[src/core/flag_status_consts.vh]
// Constants for the host flag and status emulator
`ifndef FLAG_STATUS_CONSTS_VH
`define FLAG_STATUS_CONSTS_VH
// Host I/O block
`define IO_BLOCK_BASE 10'h220
`define IO_BLOCK_LAST 10'h22F
`define IO_CMD_FLAG_ADDR 10'h226
`define IO_FLAG_STAT_ADDR 10'h227
// Main status bit positions
`define MS_AUX_CHANGE 7
`define MS_TRIGGER 6
`define MS_KEY_EMPTY 5
`define MS_FATAL 4
`define MS_UNIT_RESET 3
`define MS_CMD_IRQ 2
`define MS_BUF_MOD 1
`define MS_CURSOR_SET 0
// Flag byte bit positions
`define FLAG_ATTN_BIT 7
`define FLAG_CMD_BIT 6
// Register offsets
`define REG_CTRL 8'h00
`define REG_STATUS 8'h04
`define REG_MAIN 8'h08
`define REG_AUX 8'h0C
`define REG_TRIG_ADDR 8'h10
`define REG_TRIG_DATA 8'h14
`define REG_ATTN_MASK 8'h18
`define REG_IRQ_STAT 8'h1C
`define REG_IRQ_MASK 8'h20
`define REG_HOST_ADDR 8'h24
`define REG_COAX_IN 8'h28
// Control bits
`define CTRL_RELEASE 0
`define CTRL_CMD_DONE 1
`define CTRL_MAIN_CLR_LO 8
// Aux build mask on coax main status
`define AUX_COAX_MASK 8'h40
`define RESET_BYTE 8'h00
// Refresh interval in clocks
`define REFRESH_CYCLES 8'd16
`endif

[src/core/host_write_catch.v]
// Host I/O block write capture and lockout
`timescale 1ns/1ps
`default_nettype none
`include "flag_status_consts.vh"
module host_write_catch (
   // Clock and reset
   input wire clock,
   input wire reset,
   // Host bus
   input wire host_wr,
   input wire [9:0] host_addr,
   // Release and capture
   input wire release_lock,
   output reg pending_n_q,
   output reg [3:0] host_offset_q
);
   always @(posedge clock or posedge reset) begin
      if (reset) begin
         pending_n_q <= 1'b1;
         host_offset_q <= 4'h0;
      end else if (release_lock) begin
         pending_n_q <= 1'b1;
      end else if (pending_n_q && host_wr && host_addr >= `IO_BLOCK_BASE &&
                   host_addr <= `IO_BLOCK_LAST) begin
         pending_n_q <= 1'b0;
         host_offset_q <= host_addr[3:0];
      end
   end
endmodule
`default_nettype wire

[src/core/trigger_match.v]
// Trigger compare on screen buffer byte
`timescale 1ns/1ps
`default_nettype none
`include "flag_status_consts.vh"
module trigger_match (
   // Clock and reset
   input wire clock,
   input wire reset,
   // Trigger setup
   input wire [7:0] trig_data,
   input wire [7:0] trig_mask,
   // Screen byte
   input wire [7:0] screen_byte,
   input wire sample,
   output wire hit
);
   reg [7:0] last_q;
   always @(posedge clock or posedge reset) begin
      if (reset)
         last_q <= `RESET_BYTE;
      else if (sample)
         last_q <= screen_byte;
   end
   // Zero mask means any change of the byte
   assign hit = (trig_mask == 8'h00) ? (screen_byte != last_q) :
                (((screen_byte ^ trig_data) & trig_mask) == 8'h00);
endmodule
`default_nettype wire

[src/core/host_flag_status_emulator.v]
// Host flag and status emulator top with AXI4-Lite registers
`timescale 1ns/1ps
`default_nettype none
`include "flag_status_consts.vh"
module host_flag_status_emulator (
   // Clock and reset
   input wire clock,
   input wire reset,
   // Host I/O bus
   input wire host_wr,
   input wire host_rd,
   input wire [9:0] host_addr,
   output reg host_lock_q,
   output reg [7:0] host_rdata_q,
   // Coax and screen side
   input wire [7:0] coax_main_status,
   input wire [7:0] controller_state_byte,
   input wire [7:0] screen_byte,
   output reg [7:0] screen_addr_q,
   // Flag outputs
   output reg cmd_flag_q,
   output reg attn_flag_q,
   output reg pending_n_q,
   output reg irq_q,
   // AXI4-Lite write address
   input wire [7:0] s_axi_awaddr,
   input wire s_axi_awvalid,
   output reg s_axi_awready,
   // AXI4-Lite write data
   input wire [31:0] s_axi_wdata,
   input wire [3:0] s_axi_wstrb,
   input wire s_axi_wvalid,
   output reg s_axi_wready,
   // AXI4-Lite write response
   output reg [1:0] s_axi_bresp,
   output reg s_axi_bvalid,
   input wire s_axi_bready,
   // AXI4-Lite read address
   input wire [7:0] s_axi_araddr,
   input wire s_axi_arvalid,
   output reg s_axi_arready,
   // AXI4-Lite read data
   output reg [31:0] s_axi_rdata,
   output reg [1:0] s_axi_rresp,
   output reg s_axi_rvalid,
   input wire s_axi_rready
);
   // ---------------------------------------------------------------
   // Register state
   // ---------------------------------------------------------------
   reg [7:0] main_q;
   reg [7:0] aux_q;
   reg [7:0] trig_addr_q;
   reg [7:0] trig_data_q;
   reg [7:0] trig_mask_q;
   reg [7:0] attn_mask_q;
   reg [2:0] irq_stat_q;
   reg [2:0] irq_mask_q;
   reg [7:0] refresh_q;
   reg [7:0] aw_addr_q;
   reg [31:0] w_data_q;
   reg [3:0] w_strb_q;
   reg aw_have_q;
   reg w_have_q;
   wire pend_n;
   wire refresh_tick;
   wire [3:0] host_off;
   wire hit;
   reg release_d;
   reg poll_service_d;
   // Host offsets are the low nibble of the flag addresses
   localparam [9:0] CMD_ADDR = `IO_CMD_FLAG_ADDR;
   localparam [9:0] STAT_ADDR = `IO_FLAG_STAT_ADDR;

   function mapped;
      input [7:0] a;
      begin
         mapped = (a[1:0] == 2'b00) && (a <= `REG_COAX_IN);
      end
   endfunction

   // ---------------------------------------------------------------
   // Sub blocks
   // ---------------------------------------------------------------
   host_write_catch u_catch (
      .clock(clock),
      .reset(reset),
      .host_wr(host_wr),
      .host_addr(host_addr),
      .release_lock(release_d),
      .pending_n_q(pend_n),
      .host_offset_q(host_off)
   );

   trigger_match u_trig (
      .clock(clock),
      .reset(reset),
      .trig_data(trig_data_q),
      .trig_mask(trig_mask_q),
      .screen_byte(screen_byte),
      .sample(refresh_tick),
      .hit(hit)
   );

   // ---------------------------------------------------------------
   // AXI4-Lite write path
   // ---------------------------------------------------------------
   // One write in flight: readies stay low until the response is taken
   wire aw_take = s_axi_awvalid && s_axi_awready;
   wire w_take = s_axi_wvalid && s_axi_wready;
   wire wr_fire = aw_have_q && w_have_q && !s_axi_bvalid;
   wire wr_ctrl = wr_fire && (aw_addr_q == `REG_CTRL) && w_strb_q[0];
   wire wr_ctrl_hi = wr_fire && (aw_addr_q == `REG_CTRL) && w_strb_q[1];
   wire wr_irqs = wr_fire && (aw_addr_q == `REG_IRQ_STAT) && w_strb_q[0];

   always @(posedge clock or posedge reset) begin
      if (reset) begin
         s_axi_awready <= 1'b1;
         s_axi_wready <= 1'b1;
         aw_have_q <= 1'b0;
         w_have_q <= 1'b0;
         aw_addr_q <= 8'h00;
         w_data_q <= 32'h00000000;
         w_strb_q <= 4'h0;
         s_axi_bvalid <= 1'b0;
         s_axi_bresp <= 2'b00;
      end else begin
         if (aw_take) begin
            aw_addr_q <= s_axi_awaddr;
            aw_have_q <= 1'b1;
            s_axi_awready <= 1'b0;
         end
         if (w_take) begin
            w_data_q <= s_axi_wdata;
            w_strb_q <= s_axi_wstrb;
            w_have_q <= 1'b1;
            s_axi_wready <= 1'b0;
         end
         // Unmapped writes answer SLVERR and change nothing
         if (wr_fire) begin
            s_axi_bvalid <= 1'b1;
            s_axi_bresp <= mapped(aw_addr_q) ? 2'b00 : 2'b10;
            aw_have_q <= 1'b0;
            w_have_q <= 1'b0;
         end
         if (s_axi_bvalid && s_axi_bready) begin
            s_axi_bvalid <= 1'b0;
            s_axi_awready <= 1'b1;
            s_axi_wready <= 1'b1;
         end
      end
   end

   // Config registers; trigger and attention setup come from AXI4-Lite register writes
   always @(posedge clock or posedge reset) begin
      if (reset) begin
         trig_addr_q <= `RESET_BYTE;
         trig_data_q <= `RESET_BYTE;
         trig_mask_q <= `RESET_BYTE;
         attn_mask_q <= `RESET_BYTE;
         irq_mask_q <= 3'b000;
      end else if (wr_fire && w_strb_q[0]) begin
         case (aw_addr_q)
            `REG_TRIG_ADDR: trig_addr_q <= w_data_q[7:0];
            `REG_TRIG_DATA: trig_data_q <= w_data_q[7:0];
            `REG_ATTN_MASK: attn_mask_q <= w_data_q[7:0];
            `REG_IRQ_MASK: irq_mask_q <= w_data_q[2:0];
            default: irq_mask_q <= irq_mask_q;
         endcase
         if (aw_addr_q == `REG_TRIG_DATA && w_strb_q[1])
            trig_mask_q <= w_data_q[15:8];
      end
   end

   // ---------------------------------------------------------------
   // Host service: interrupt path or poll path, same effect
   // ---------------------------------------------------------------
   // The poll path shares the release strobe, so both give one effect
   always @* begin
      release_d = wr_ctrl && w_data_q[`CTRL_RELEASE];
      poll_service_d = release_d;
   end

   wire svc_cmd = poll_service_d && !pend_n && host_off == CMD_ADDR[3:0];
   wire svc_attn = poll_service_d && !pend_n && host_off == STAT_ADDR[3:0];

   // ---------------------------------------------------------------
   // Status refresh
   // ---------------------------------------------------------------
   // Fixed rate keeps status current without any host traffic
   assign refresh_tick = (refresh_q == `REFRESH_CYCLES - 8'd1);
   // Unused bit 7 dropped; polled bit from coax, rest from controller
   wire [7:0] aux_d = ((coax_main_status & `AUX_COAX_MASK) |
                       (controller_state_byte & ~`AUX_COAX_MASK)) & 8'h7F;
   wire [7:0] clr_main = wr_ctrl_hi ? w_data_q[15:8] : 8'h00;
   reg [7:0] main_d;

   always @* begin
      main_d = main_q & ~clr_main;
      if (aux_d != aux_q)
         main_d[`MS_AUX_CHANGE] = 1'b1;
      if (hit)
         main_d[`MS_TRIGGER] = 1'b1;
      main_d[`MS_KEY_EMPTY] = main_d[`MS_KEY_EMPTY] |
                              coax_main_status[`MS_KEY_EMPTY];
      main_d[`MS_UNIT_RESET] = main_d[`MS_UNIT_RESET] |
                               coax_main_status[`MS_UNIT_RESET];
      main_d[`MS_BUF_MOD] = main_d[`MS_BUF_MOD] |
                            coax_main_status[`MS_BUF_MOD];
      main_d[`MS_CURSOR_SET] = main_d[`MS_CURSOR_SET] |
                               coax_main_status[`MS_CURSOR_SET];
      main_d[`MS_FATAL] = 1'b0;
      main_d[`MS_CMD_IRQ] = 1'b0;
   end

   wire attn_set = refresh_tick && |(main_d & ~main_q & attn_mask_q);

   always @(posedge clock or posedge reset) begin
      if (reset) begin
         refresh_q <= 8'h00;
         main_q <= `RESET_BYTE;
         aux_q <= `RESET_BYTE;
      end else begin
         refresh_q <= refresh_tick ? 8'h00 : refresh_q + 8'd1;
         if (refresh_tick) begin
            main_q <= main_d;
            aux_q <= aux_d;
         end else if (wr_ctrl_hi) begin
            main_q <= main_q & ~clr_main;
         end
      end
   end

   // ---------------------------------------------------------------
   // Flags, host read, outputs
   // ---------------------------------------------------------------
   wire cmd_done = wr_ctrl && w_data_q[`CTRL_CMD_DONE];

   always @(posedge clock or posedge reset) begin
      if (reset) begin
         cmd_flag_q <= 1'b0;
         attn_flag_q <= 1'b0;
         pending_n_q <= 1'b1;
         host_lock_q <= 1'b0;
         host_rdata_q <= 8'h00;
         screen_addr_q <= 8'h00;
      end else begin
         // Set beats completion clear in the same cycle
         if (svc_cmd)
            cmd_flag_q <= 1'b1;
         else if (cmd_done)
            cmd_flag_q <= 1'b0;
         if (attn_set)
            attn_flag_q <= 1'b1;
         else if (svc_attn)
            attn_flag_q <= 1'b0;
         // Other offsets: lock release only
         pending_n_q <= pend_n;
         host_lock_q <= !pend_n && !release_d;
         // Trigger address leaves registered for the screen buffer
         screen_addr_q <= trig_addr_q;
         // Flags as they stood before this edge
         if (host_rd && host_addr == `IO_FLAG_STAT_ADDR)
            host_rdata_q <= {attn_flag_q, cmd_flag_q, 6'b000000};
      end
   end

   // ---------------------------------------------------------------
   // Interrupt status: lock, attention, command flag clear events
   // ---------------------------------------------------------------
   // Events: host block write pending, attention set, command done
   // The output copy lags the internal pending by one clock, marking its fall
   wire [2:0] ev;
   assign ev[0] = pending_n_q && !pend_n;
   assign ev[1] = attn_set;
   assign ev[2] = cmd_done;
   always @(posedge clock or posedge reset) begin
      if (reset) begin
         irq_stat_q <= 3'b000;
         irq_q <= 1'b0;
      end else begin
         irq_stat_q <= (irq_stat_q & ~(wr_irqs ? w_data_q[2:0] : 3'b000)) | ev;
         irq_q <= |(irq_stat_q & irq_mask_q);
      end
   end

   // ---------------------------------------------------------------
   // AXI4-Lite read path
   // ---------------------------------------------------------------
   always @(posedge clock or posedge reset) begin
      if (reset) begin
         s_axi_arready <= 1'b1;
         s_axi_rvalid <= 1'b0;
         s_axi_rdata <= 32'h00000000;
         s_axi_rresp <= 2'b00;
      // Unmapped reads answer SLVERR with zero data
      end else if (s_axi_arvalid && s_axi_arready) begin
         s_axi_arready <= 1'b0;
         s_axi_rvalid <= 1'b1;
         s_axi_rresp <= mapped(s_axi_araddr) ? 2'b00 : 2'b10;
         case (s_axi_araddr)
            `REG_STATUS: s_axi_rdata <= {24'h000000, attn_flag_q, cmd_flag_q, 5'b00000, pend_n};
            `REG_MAIN: s_axi_rdata <= {24'h000000, main_q};
            `REG_AUX: s_axi_rdata <= {24'h000000, aux_q};
            `REG_TRIG_ADDR: s_axi_rdata <= {24'h000000, trig_addr_q};
            `REG_TRIG_DATA: s_axi_rdata <= {16'h0000, trig_mask_q, trig_data_q};
            `REG_ATTN_MASK: s_axi_rdata <= {24'h000000, attn_mask_q};
            `REG_IRQ_STAT: s_axi_rdata <= {29'h00000000, irq_stat_q};
            `REG_IRQ_MASK: s_axi_rdata <= {29'h00000000, irq_mask_q};
            `REG_HOST_ADDR: s_axi_rdata <= {28'h0000000, host_off};
            `REG_COAX_IN: s_axi_rdata <= {16'h0000, controller_state_byte, coax_main_status};
            default: s_axi_rdata <= 32'h00000000;
         endcase
      end else if (s_axi_rvalid && s_axi_rready) begin
         s_axi_rvalid <= 1'b0;
         s_axi_arready <= 1'b1;
      end
   end
endmodule
`default_nettype wire

[config.mk]
export PLATFORM = sky130hd
export DESIGN_NAME = host_flag_status_emulator
export DESIGN_NICKNAME = d
export VERILOG_FILES = /design/src/core/host_write_catch.v /design/src/core/trigger_match.v /design/src/core/host_flag_status_emulator.v
export VERILOG_INCLUDE_DIRS = /design/src /design/src/core
export SDC_FILE = /design/constraint.sdc
export NUM_CORES = 1
export LEC_CHECK = 0
export BUFFER_PORTS_ARGS = -buffer_cell sky130_fd_sc_hd__buf_2
export CAP_MARGIN = 20
export CORE_ASPECT_RATIO = 1.75
export CORE_MARGIN = 2
export CORE_UTILIZATION = 50
export DETAILED_ROUTE_END_ITERATION = 8
export PLACE_DENSITY = 0.77
export SLEW_MARGIN = 20
export SYNTH_ARGS = -nofsm -noshare
export SYNTH_HDL_FRONTEND = slang
export SYNTH_HIERARCHICAL = 1
export SYNTH_SLANG_ARGS = --single-unit
export TNS_END_PERCENT = 30
[constraint.sdc]
create_clock -name clock -period 3.67 [get_ports clock]
set_input_delay 0 -clock clock [delete_from_list [all_inputs] [get_ports clock]]
set_output_delay 0 -clock clock [all_outputs]
set_load 0.05 [all_outputs]
==> results of run 1 <==
per-stage QoR:
| stage | utilization | setup slack, ns | hold slack (ns) | cell area [µm²] |
|---|---|---|---|---|
| finish | 0.657 | 0.561 | 0.0149 | 8500 |
| global route | 0.657 | 0.425 | 0.0114 | 8500 |
| CTS | 0.657 | 0.640 | 0.00883 | 8500 |
| detailed placement | 0.564 | 1.20 | 0.00269 | 7290 |
| global placement | 0.564 | 1.28 | -0.00586 | 7290 |
| floorplan | - | 0.292 | -0.222 | 6740 |
tightest hold or removal path, cell delays in order:
cell                      delay [ns]
sky130_fd_sc_hd__buf_2          0.11
sky130_fd_sc_hd__nand3_1        0.12
sky130_fd_sc_hd__mux2_2         0.16
cell type report:
cell class | count | area, µm² | share of cell area
sequential | 140 | 3510 | 0.413
multi-input combinational | 382 | 2900 | 0.341
timing repair buffer | 181 | 1250 | 0.147
clock buffer | 22 | 454 | 0.0534
tap | 171 | 214 | 0.0252
clock inverter | 7 | 118 | 0.0138
inverter | 16 | 62.6 | 0.00736
cells in the final DEF (no fill, tap or decap), drive strengths merged, types with 18 or more instances in the layout:
master and instances:
dfrtp 135, buf 117, mux2 84, dlygate4sd3 64
nor2 39, nand2 29, conb 24, clkbuf 22
o21ai 20, nand3 18
sequential cells by signal, indices dropped and copies added, names as in the netlist, 8 cells and up:
name           flops
s_axi_rdata       16
trig_data_q        8
screen_addr_q      8
u_trig/last_q      8
trig_mask_q        8
refresh_q          8
attn_mask_q        8
w_data_q          16
aw_addr_q          8
trig_addr_q        8
main_q             8
metal layers:
layer / GRT usage / wire (µm) / up-vias
met5: 0 / 0 / -
met4: 0.115 / 744 / 0
met3: 0.0443 / 600 / 49
met2: 0.504 / 10300 / 184
met1: 0.278 / 6350 / 2574
li1: - / - / 2345
path summary, 6_finish.rpt:
kind	end	slack [ns]	startpoint
min in group asynchronous	u_catch/host_offset_q[0]	0.12	reset
setup / recovery	u_catch/host_offset_q[2]	0.56	aw_addr_q[2]
hold reg to reg	screen_addr_q[2]	0.42	trig_addr_q[2]
max in group asynchronous	pending_n_q	2.52	reset
setup reg to reg	u_catch/host_offset_q[2]	0.56	aw_addr_q[2]
hold / removal	host_rdata_q[6]	0.01	host_addr[9]
kinds of logic (layout without fill, tap and decap cells):
kind of cell,after synthesis,in the layout,share of synthesized area
compound gates,84,84,0.0923
xor+xnor,28,28,0.0369
fa+ha+maj,1,1,0.00188
buf+inv,63,226,0.0506
flops,140,140,0.527
mux,92,92,0.156
other cells,1,24,0.000564
simple gates,153,153,0.134
power groups by stage:
| stage | Clock (mW) | Sequential (mW) | Combinational, mW |
|---|---|---|---|
| 2_1_floorplan | 0 | 2.47 | 0.616 |
| 3_3_place_gp | 0 | 2.22 | 1.20 |
| 3_5_place_dp | 0 | 2.24 | 1.22 |
| 4_1_cts | 1.70 | 2.21 | 1.30 |
| 5_1_grt | 1.78 | 2.26 | 1.39 |
| 6_report | 1.68 | 2.22 | 1.29 |
repair_timing:
| item | in CTS | in global routing |
|---|---|---|
| hold buffers | 64 | 0 |
| setup buffers | 0 | 0 |
| hold endpoints to repair | 128 | 0 |
==> results.py, run 1 <==
metrics = {
    "outcome": {
        "outcome": "complete, no violations",
    },
    "detailed_routing": {
        "wl_cell_um": 19.6,
        "post_drt_via_cell_ratio": 5.61,
        "detailedRoute.firstIterationViolations": 344,
        "drt_drc_violations_left": 0,
        "postRouteWirelength_um": 18000,
        "route.antenna.remaining_nets": 0,
        "drt_pre_antenna_iters": 5,
        "route.vias.total": 5152,
    },
    "yosys": {
        "synth_cell_types": 67,
        "ys_seq_elements": 140,
        "synthesis.yosys.warnings": 6,
        "yosysMostFrequentCell": "sky130_fd_sc_hd__dfrtp_1",
        "synthArstFlopShare": 1.00,
        "dominant_cell_type_by_area_after_synthesis": "sky130_fd_sc_hd__dfrtp_1",
        "synth_largest_type_area_fraction": 0.508,
        "synth_top_cells_by_area": "sky130_fd_sc_hd__dfrtp_1 (51%), sky130_fd_sc_hd__mux2_2 (14%), sky130_fd_sc_hd__buf_4 (2.7%)",
        "synth-main-ff-cell": "sky130_fd_sc_hd__dfrtp_1",
        "synth_cells": 562,
        "post_synth_most_frequent_cells": "sky130_fd_sc_hd__dfrtp_1 (135), sky130_fd_sc_hd__mux2_2 (84), sky130_fd_sc_hd__nor2_1 (39)",
        "ys_seq_area_frac": 0.527,
        "synth.cell_area_um2": 6650,
        "synth_edf_count": 0,
        "synth_area_per_inst_um2": 11.8,
    },
    "clocking": {
        "ctsResizeCount": 0,
        "cts_sinks": 140,
        "inserted_clock_buffers": 17,
        "cts_tree": "done",
        "cts.path.max_buffers": 2,
        "clockRootBuffer": "sky130_fd_sc_hd__clkbuf_16",
        "insertion_delay_of_the_later_clocked_pin_in_the_worst_skew_pair_ns": 0.41,
        "clkSlewWorstSetupHoldPaths_ns": 0.06,
        "htree_num_levels": 4,
    },
    "timing": {
        "finalSetupTns_ns": 0,
        "fmax_ghz": 0.322,
        "setup_viol": 0,
        "timing.final.crit_period_ns": 3.11,
        "post-route-period-util": 0.847,
        "grt_setup_unrepaired": "no",
        "worstMarginPinSlew_ns": 0.760,
        "timing.clock.skew_ns": 0.00759,
        "maxSlewViolCount": 0,
        "hold_violation_total_from_the_final_report": 0,
        "relSlewSlack": 0.491,
    },
    "power": {
        "p_seq_frac": 0.427,
        "power.total_mw": 5.19,
        "power_density_nw_per_um2": 611,
        "peakVddDrop_mv": 0.368,
        "power.switching_mw": 1.77,
        "p_int_mw": 3.42,
        "comb_power_share": 0.249,
        "leakagePower_nw": 4.07,
        "netSwitchingFraction": 0.342,
        "pwr-share-clk": 0.324,
    },
    "grt": {
        "globalRouteTotalUtil": 0.263,
        "grt_start_max_net_pins": 76,
        "grt_antenna_before_repair": 0,
        "grt_pass1_wl_um": 28300,
        "gr_ovfl_total": 0,
        "grt_pass1_vias": 5336,
    },
    "floorplan": {
        "die_x_um": 91.2,
        "start_util": 0.514,
        "die_area_um2": 14300,
        "std_cell_rows": 55,
        "core_area_um2": 12900,
        "die_y_um": 157,
        "io_pins": 157,
    },
    "min_path": {
        "min_path_type": "primary input to flop",
        "hold_depth": 3,
    },
    "worst_setup_path": {
        "critical_path.slowest_cell": "sky130_fd_sc_hd__dlygate4sd3_1",
        "cp_cell_sequence": "nor3_1, and4_1, and3_1, nand4bb_1, nor4_4, mux2_2, dlygate4sd3_1",
        "start_kind": "flop",
        "cp-end-kind": "flop",
        "cp_max_fo": 10,
        "worstSetupPathType": "flop to flop",
        "critical_path_cell_count": 7,
        "timing.reg2reg.worst_path_depth": 7,
        "critPathArrivalTime_ns": 3.40,
        "crit_path_max_incr_delay_ns": 0.55,
        "timing.critical_path.buf_inv": 1,
        "cpLargestDelayFamily": "simple AND/OR/NAND/NOR gates",
        "required_ns": 3.96,
    },
    "placement": {
        "dp.cells": 826,
        "count_of_buffers_inserted_at_the_top_level_ports": 114,
        "post_detail_place_hpwl_um": 13100,
        "gp_congestion": 0.885,
    },
    "finish": {
        "layout-area-overhead-vs-synth_pct": 27.8,
        "final.fill_count": 991,
        "diodes": 0,
        "final_cell_count_no_fill": 919,
        "nets": 834,
        "final_layout_size_suffix_gt1_frac": 0.326,
    },
    "flow_run": {
        "drv.max_cap_violation_count": 0,
    },
}
No activity file was read; power rests on OpenSTA's default activity.
==> run 2: changes to the inputs <==
- CORE_UTILIZATION: 50 -> 49
- PLACE_DENSITY: 0.77 -> 0.79
- clock period: 3.67 -> 2.68 ns (I/O delays scaled with it)
==> run 2 against run 1 <==
  * Register-to-register slack got worse by 0.32 ns
  * Non-clock buffer count up 2
  * Sequential power grew 36%
  * Setup slack lost 0.32 ns
  * Clock power is 48% higher
  * Largest cell class unchanged
==> results.py, run 2 (synthesis gave the netlist of run 1 again) <==
metrics = {
    "outcome": {
        "outcome": "complete, no violations",
    },
    "detailed_routing": {
        "route.antenna.remaining_nets": 0,
        "route.vias.total": 5204,
        "drt_pre_antenna_iters": 5,
        "wl_cell_um": 19.6,
        "met2WireLength_um": 10100,
        "amount_of_wire_on_met3_after_detailed_routing_um": 832,
        "maxUsedRoutingLayer": "met4",
        "postRouteWirelength_um": 18200,
        "detailedRoute.firstIterationViolations": 504,
        "routedLengthMet1_um": 6330,
        "post_drt_via_cell_ratio": 5.61,
        "drt_drc_violations_left": 0,
    },
    "min_path": {
        "min_path_type": "primary input to flop",
    },
    "finish": {
        "final.fill_count": 1037,
        "layout-area-overhead-vs-synth_pct": 29.2,
        "final_cell_count_no_fill": 927,
        "nets": 836,
        "sequential_cell_area_um2": 3510,
        "most_common_cell_after_layout_fill_and_taps_aside": "sky130_fd_sc_hd__dfrtp_1",
        "reg.largest.list": "s_axi_rdata (16), w_data_q (16)",
        "final_layout_size_suffix_gt1_frac": 0.337,
        "post-route-util": 0.646,
        "multi_input_area_um2": 2900,
        "diodes": 0,
        "final_cell_mix": "sky130_fd_sc_hd__dfrtp_1 (135), sky130_fd_sc_hd__buf_2 (114), sky130_fd_sc_hd__mux2_2 (84), sky130_fd_sc_hd__dlygate4sd3_1 (63), sky130_fd_sc_hd__nor2_1 (39)",
    },
    "grt": {
        "gr_ovfl_total": 0,
        "grt_start_max_net_pins": 49,
        "grt_pass1_wl_um": 28100,
        "globalRouteTotalUtil": 0.255,
        "grt_pass1_vias": 5419,
        "grt_antenna_before_repair": 0,
    },
    "placement": {
        "count_of_buffers_inserted_at_the_top_level_ports": 114,
        "dp.cells": 832,
        "post_detail_place_hpwl_um": 13100,
        "gp_congestion": 0.919,
    },
    "clocking": {
        "clockRootBuffer": "sky130_fd_sc_hd__clkbuf_16",
        "cts_tree": "done",
        "insertion_delay_of_the_later_clocked_pin_in_the_worst_skew_pair_ns": 0.42,
        "ctsResizeCount": 0,
        "cts.path.max_buffers": 2,
        "cts_post_setup_buffers_inserted": 0,
        "inserted_clock_buffers": 17,
        "clkSlewWorstSetupHoldPaths_ns": 0.06,
        "htree_num_levels": 4,
        "cts_sinks": 140,
    },
    "power": {
        "power.total_mw": 7.34,
        "power_density_nw_per_um2": 854,
        "leakagePower_nw": 4.10,
        "peakVddDrop_mv": 0.618,
    },
    "worst_setup_path": {
        "cp_max_fo": 10,
        "worstSetupPathType": "flop to flop",
        "cpLargestDelayFamily": "simple AND/OR/NAND/NOR gates",
        "critical_path.slowest_cell": "sky130_fd_sc_hd__dfrtp_1",
        "required_ns": 2.98,
        "crit_path_max_incr_delay_ns": 0.50,
        "critical_path_cell_count": 6,
        "cp-end-kind": "flop",
        "critPathArrivalTime_ns": 2.74,
        "timing.critical_path.buf_inv": 0,
        "critPathCapture": "u_catch/host_offset_q[0]",
        "start_kind": "flop",
        "startpoint": "aw_addr_q[3]",
        "critical_path.reg2reg.endpoint": "u_catch/host_offset_q[0]",
        "r2r_start": "aw_addr_q[3]",
        "cp_cell_sequence": "nor3_1, and4_1, and3_1, nand4bb_1, nor4_4, mux2_2",
        "rrSetupSlack_ns": 0.24,
        "timing.reg2reg.worst_path_depth": 6,
    },
    "floorplan": {
        "core_area_um2": 13300,
        "std_cell_rows": 56,
        "io_pins": 157,
        "die_area_um2": 14600,
        "die_y_um": 158,
        "die_x_um": 92.1,
        "start_util": 0.500,
    },
    "timing": {
        "timing.clock.skew_ns": 0.00692,
        "grt_setup_unrepaired": "no",
        "setup_viol": 0,
        "maxSlewViolCount": 0,
        "fmax_ghz": 0.410,
        "timing.final.crit_period_ns": 2.44,
        "worstMarginPinSlew_ns": 0.798,
        "post-route-period-util": 0.911,
        "relSlewSlack": 0.466,
        "hold_violation_total_from_the_final_report": 0,
        "finalSetupTns_ns": 0,
    },
    "flow_run": {
        "drv.max_cap_violation_count": 0,
    },
}
run 2: cell types whose count changed in the layout (fill, tap and decap cells not counted), moves of 2 or more:
| cell | change |
|---|---|
| sky130_fd_sc_hd__clkbuf_1 | -4 |
| sky130_fd_sc_hd__clkinvlp_4 | +4 |
| sky130_fd_sc_hd__clkinv_2 | +3 |
| sky130_fd_sc_hd__buf_4 | +2 |
| sky130_fd_sc_hd__clkbuf_8 | +2 |
| sky130_fd_sc_hd__clkinv_4 | -2 |
run 2: layer usage:
layer | global-route usage | vias to the layer above
li1 | - | 2354
met1 | 0.265 | 2568
met2 | 0.477 | 228
met3 | 0.0424 | 54
met4 | 0.149 | 0
met5 | 0 | -
run 2: timing repair:
item / in CTS / in global routing
endpoints found under the setup margin: 0 / 0
hold buffers: 63 / 0
hold endpoints to repair: 109 / 0
run 2: per-stage QoR:
step / setup WS [ns] / hold WS (ns) / instance area (µm²)
final: 0.239 / 0.00817 / 8600
after global routing: 0.129 / 0.0374 / 8600
after CTS: 0.245 / 0.0189 / 8600
after detailed placement: 0.261 / -0.00105 / 7330
after global placement: 0.383 / -0.0123 / 7330
after floorplan: 0.119 / -0.222 / 6740
run 2: cell type report:
class	count	area share
well taps	174	0.0253
repair buffers	183	0.148
flip-flops and latches	140	0.408
multi-input cells	382	0.337
clock inverters	12	0.0195
clock buffers	20	0.0543
inverters	16	0.00742
run 2: report_power, final:
group	switching, mW	leakage, nW	internal [mW]	total (mW)
registers	0.466	1.76	2.56	3.03
clock network	0.871	0.308	1.62	2.49
logic	1.16	2.04	0.667	1.82
total	2.49	4.10	4.85	7.34
run 2: how the worst min path moves through the flow:
stage,start,endpoint,cells past startpoint
2_1_floorplan,reset,u_catch/host_offset_q[0],1
3_3_place_gp,reset,u_catch/host_offset_q[1],2
3_5_place_dp,reset,u_catch/host_offset_q[1],2
4_1_cts,host_wr,u_catch/pending_n_q,4
5_1_grt,host_addr[9],host_rdata_q[6],3
6_report,host_addr[9],host_rdata_q[6],3
run 2: tightest hold or removal path, cell delays in order:
cell                      delay, ns
sky130_fd_sc_hd__buf_2         0.10
sky130_fd_sc_hd__nand3_1       0.12
sky130_fd_sc_hd__mux2_2        0.17
==> run 3: changes to the inputs <==
- BUFFER_PORTS_ARGS: -buffer_cell sky130_fd_sc_hd__buf_2 -> -buffer_cell sky130_fd_sc_hd__buf_4
- CORE_ASPECT_RATIO: 1.75 -> unset
==> run 3 against run 2 <==
  * Critical path type unchanged
  * Maximum frequency decreased by 3.9%
  * Combinational power increased by 8%
  * Routed wire length shrank 0.93%
  * Sequential share of layout area is 1.6 points lower
  * Via count grew 0.58%
  * Setup slack lost 0.099 ns
  * Clock power grew 3%
==> results.py, run 3 (synthesis gave the netlist of run 1 again) <==
metrics = {
    "placement": {
        "dp.cells": 835,
        "gp_congestion": 0.875,
        "count_of_buffers_inserted_at_the_top_level_ports": 114,
        "post_dp_cell_area_um2": 7610,
        "pre_cts_setup_slack_ns": 0.295,
        "post_detail_place_hpwl_um": 12000,
    },
    "timing": {
        "setup_viol": 0,
        "grt_setup_unrepaired": "no",
        "finalSetupTns_ns": 0,
        "post-route-period-util": 0.948,
        "maxSlewViolCount": 0,
        "timing.clock.skew_ns": 0.00613,
        "hold-worst-slack_ns": 0.0269,
        "hold_violation_total_from_the_final_report": 0,
        "timing.final.crit_period_ns": 2.54,
        "layout_setup_ws_ns": 0.140,
        "relSlewSlack": 0.412,
        "fmax_ghz": 0.394,
        "worstMarginPinSlew_ns": 0.879,
    },
    "finish": {
        "diodes": 0,
        "final_cell_mix": "sky130_fd_sc_hd__dfrtp_1 (134), sky130_fd_sc_hd__buf_4 (123), sky130_fd_sc_hd__mux2_2 (84), sky130_fd_sc_hd__dlygate4sd3_1 (67), sky130_fd_sc_hd__nor2_1 (39)",
        "final_layout_size_suffix_gt1_frac": 0.336,
        "post-route-util": 0.676,
        "most_common_cell_after_layout_fill_and_taps_aside": "sky130_fd_sc_hd__dfrtp_1",
        "layout-area-overhead-vs-synth_pct": 34.6,
        "reg.largest.list": "s_axi_rdata (16), w_data_q (16)",
        "finish.instance_area_um2": 8950,
        "nets": 844,
        "final_cell_count_no_fill": 936,
        "final.fill_count": 953,
    },
    "power": {
        "power.total_mw": 7.55,
        "leakagePower_nw": 4.22,
        "peakVddDrop_mv": 0.796,
        "power_density_nw_per_um2": 843,
    },
    "detailed_routing": {
        "post_drt_via_cell_ratio": 5.59,
        "detailedRoute.firstIterationViolations": 361,
        "route.vias.total": 5234,
        "drt_pre_antenna_iters": 4,
        "wl_cell_um": 19.3,
        "postRouteWirelength_um": 18000,
        "route.antenna.remaining_nets": 0,
        "drt_drc_violations_left": 0,
    },
    "grt": {
        "globalRouteTotalUtil": 0.258,
        "grt_antenna_before_repair": 0,
        "grt_start_max_net_pins": 121,
        "grt_pass1_vias": 5466,
        "grt_pass1_wl_um": 28600,
        "gr_ovfl_total": 0,
    },
    "clocking": {
        "insertion_delay_of_the_later_clocked_pin_in_the_worst_skew_pair_ns": 0.42,
        "clkSlewWorstSetupHoldPaths_ns": 0.06,
        "inserted_clock_buffers": 17,
        "cts.path.max_buffers": 2,
        "htree_num_levels": 4,
        "cts_tree": "done",
        "clockRootBuffer": "sky130_fd_sc_hd__clkbuf_16",
        "cts_sinks": 140,
    },
    "worst_setup_path": {
        "cp-end-kind": "flop",
        "cp_max_fo": 10,
        "start_kind": "flop",
        "critPathArrivalTime_ns": 2.89,
        "worstSetupPathType": "flop to flop",
        "required_ns": 3.03,
    },
    "outcome": {
        "outcome": "complete, no violations",
    },
    "floorplan": {
        "io_pins": 157,
        "start_util": 0.502,
        "die_area_um2": 14500,
        "die_x_um": 121,
        "core_area_um2": 13200,
        "std_cell_rows": 42,
        "die_y_um": 121,
    },
    "flow_run": {
        "drv.max_cap_violation_count": 0,
    },
    "min_path": {
        "min_path_type": "primary input to flop",
    },
}
==> run 3: cell count changes in the layout (fill, tap and decap cells not counted), moves of 3 or more <==
cell / previous run / this run
sky130_fd_sc_hd__buf_2: 114 / 0
sky130_fd_sc_hd__buf_4: 4 / 123
sky130_fd_sc_hd__clkbuf_1: 0 / 4
sky130_fd_sc_hd__clkinv_2: 5 / 2
sky130_fd_sc_hd__clkinvlp_4: 4 / 1
sky130_fd_sc_hd__dlygate4sd3_1: 63 / 67
==> run 3: final cells by class <==
cell class,instances,area (µm²),share of cell area
Multi-Input combinational cell,382,2900,0.324
Sequential cell,140,3510,0.392
Tap cell,176,220,0.0246
Inverter,16,63.8,0.00713
Clock inverter,7,160,0.0179
Clock buffer,24,482,0.0538
Timing Repair Buffer,191,1610,0.180
==> run 3: worst max-delay path: stages (launching register included) <==
cell	delay, ns
sky130_fd_sc_hd__dfrtp_1	0.39
sky130_fd_sc_hd__and3b_1	0.21
sky130_fd_sc_hd__and4_1	0.28
sky130_fd_sc_hd__and3_1	0.28
sky130_fd_sc_hd__nand4bb_1	0.24
sky130_fd_sc_hd__nor4_4	0.41
sky130_fd_sc_hd__nor2_1	0.09
sky130_fd_sc_hd__dlygate4sd3_1	0.57
==> run 3: per-layer routing <==
layer | track usage | vias to the layer above | share of wire
met1 | 0.315 | 2597 | 0.40
met5 | 0 | - | 0
met3 | 0.0670 | 33 | 0.070
met2 | 0.445 | 223 | 0.51
li1 | - | 2381 | -
met4 | 0.0872 | 0 | 0.021
==> run 3: worst paths after layout <==
path | start | end | slack, ns | cells past startpoint
max reg2reg | s_axi_bvalid | u_catch/pending_n_q | 0.14 | 7
min in group asynchronous | reset | u_catch/host_offset_q[1] | 0.08 | 3
max | s_axi_bvalid | u_catch/pending_n_q | 0.14 | 7
min reg2reg | trig_addr_q[0] | screen_addr_q[0] | 0.40 | 0
max in group asynchronous | reset | aw_addr_q[3] | 1.64 | 4
min | coax_main_status[7] | s_axi_rdata[7] | 0.03 | 4
==> run 3: report_power, final <==
part           switching, mW  leakage [nW]  total [mW]  internal [mW]
clock                  0.849         0.314        2.57           1.72
sequential             0.453          1.76        3.02           2.56
combinational           1.17          2.15        1.97          0.794
total                   2.48          4.22        7.55           5.07
==> run 3: repair_timing <==
item | in CTS | in global routing
resized for setup | 0 | 2
setup buffers | 0 | 3
endpoints found under the hold margin | 206 | 0
endpoints found under the setup margin | 0 | 1
hold buffers | 67 | 0
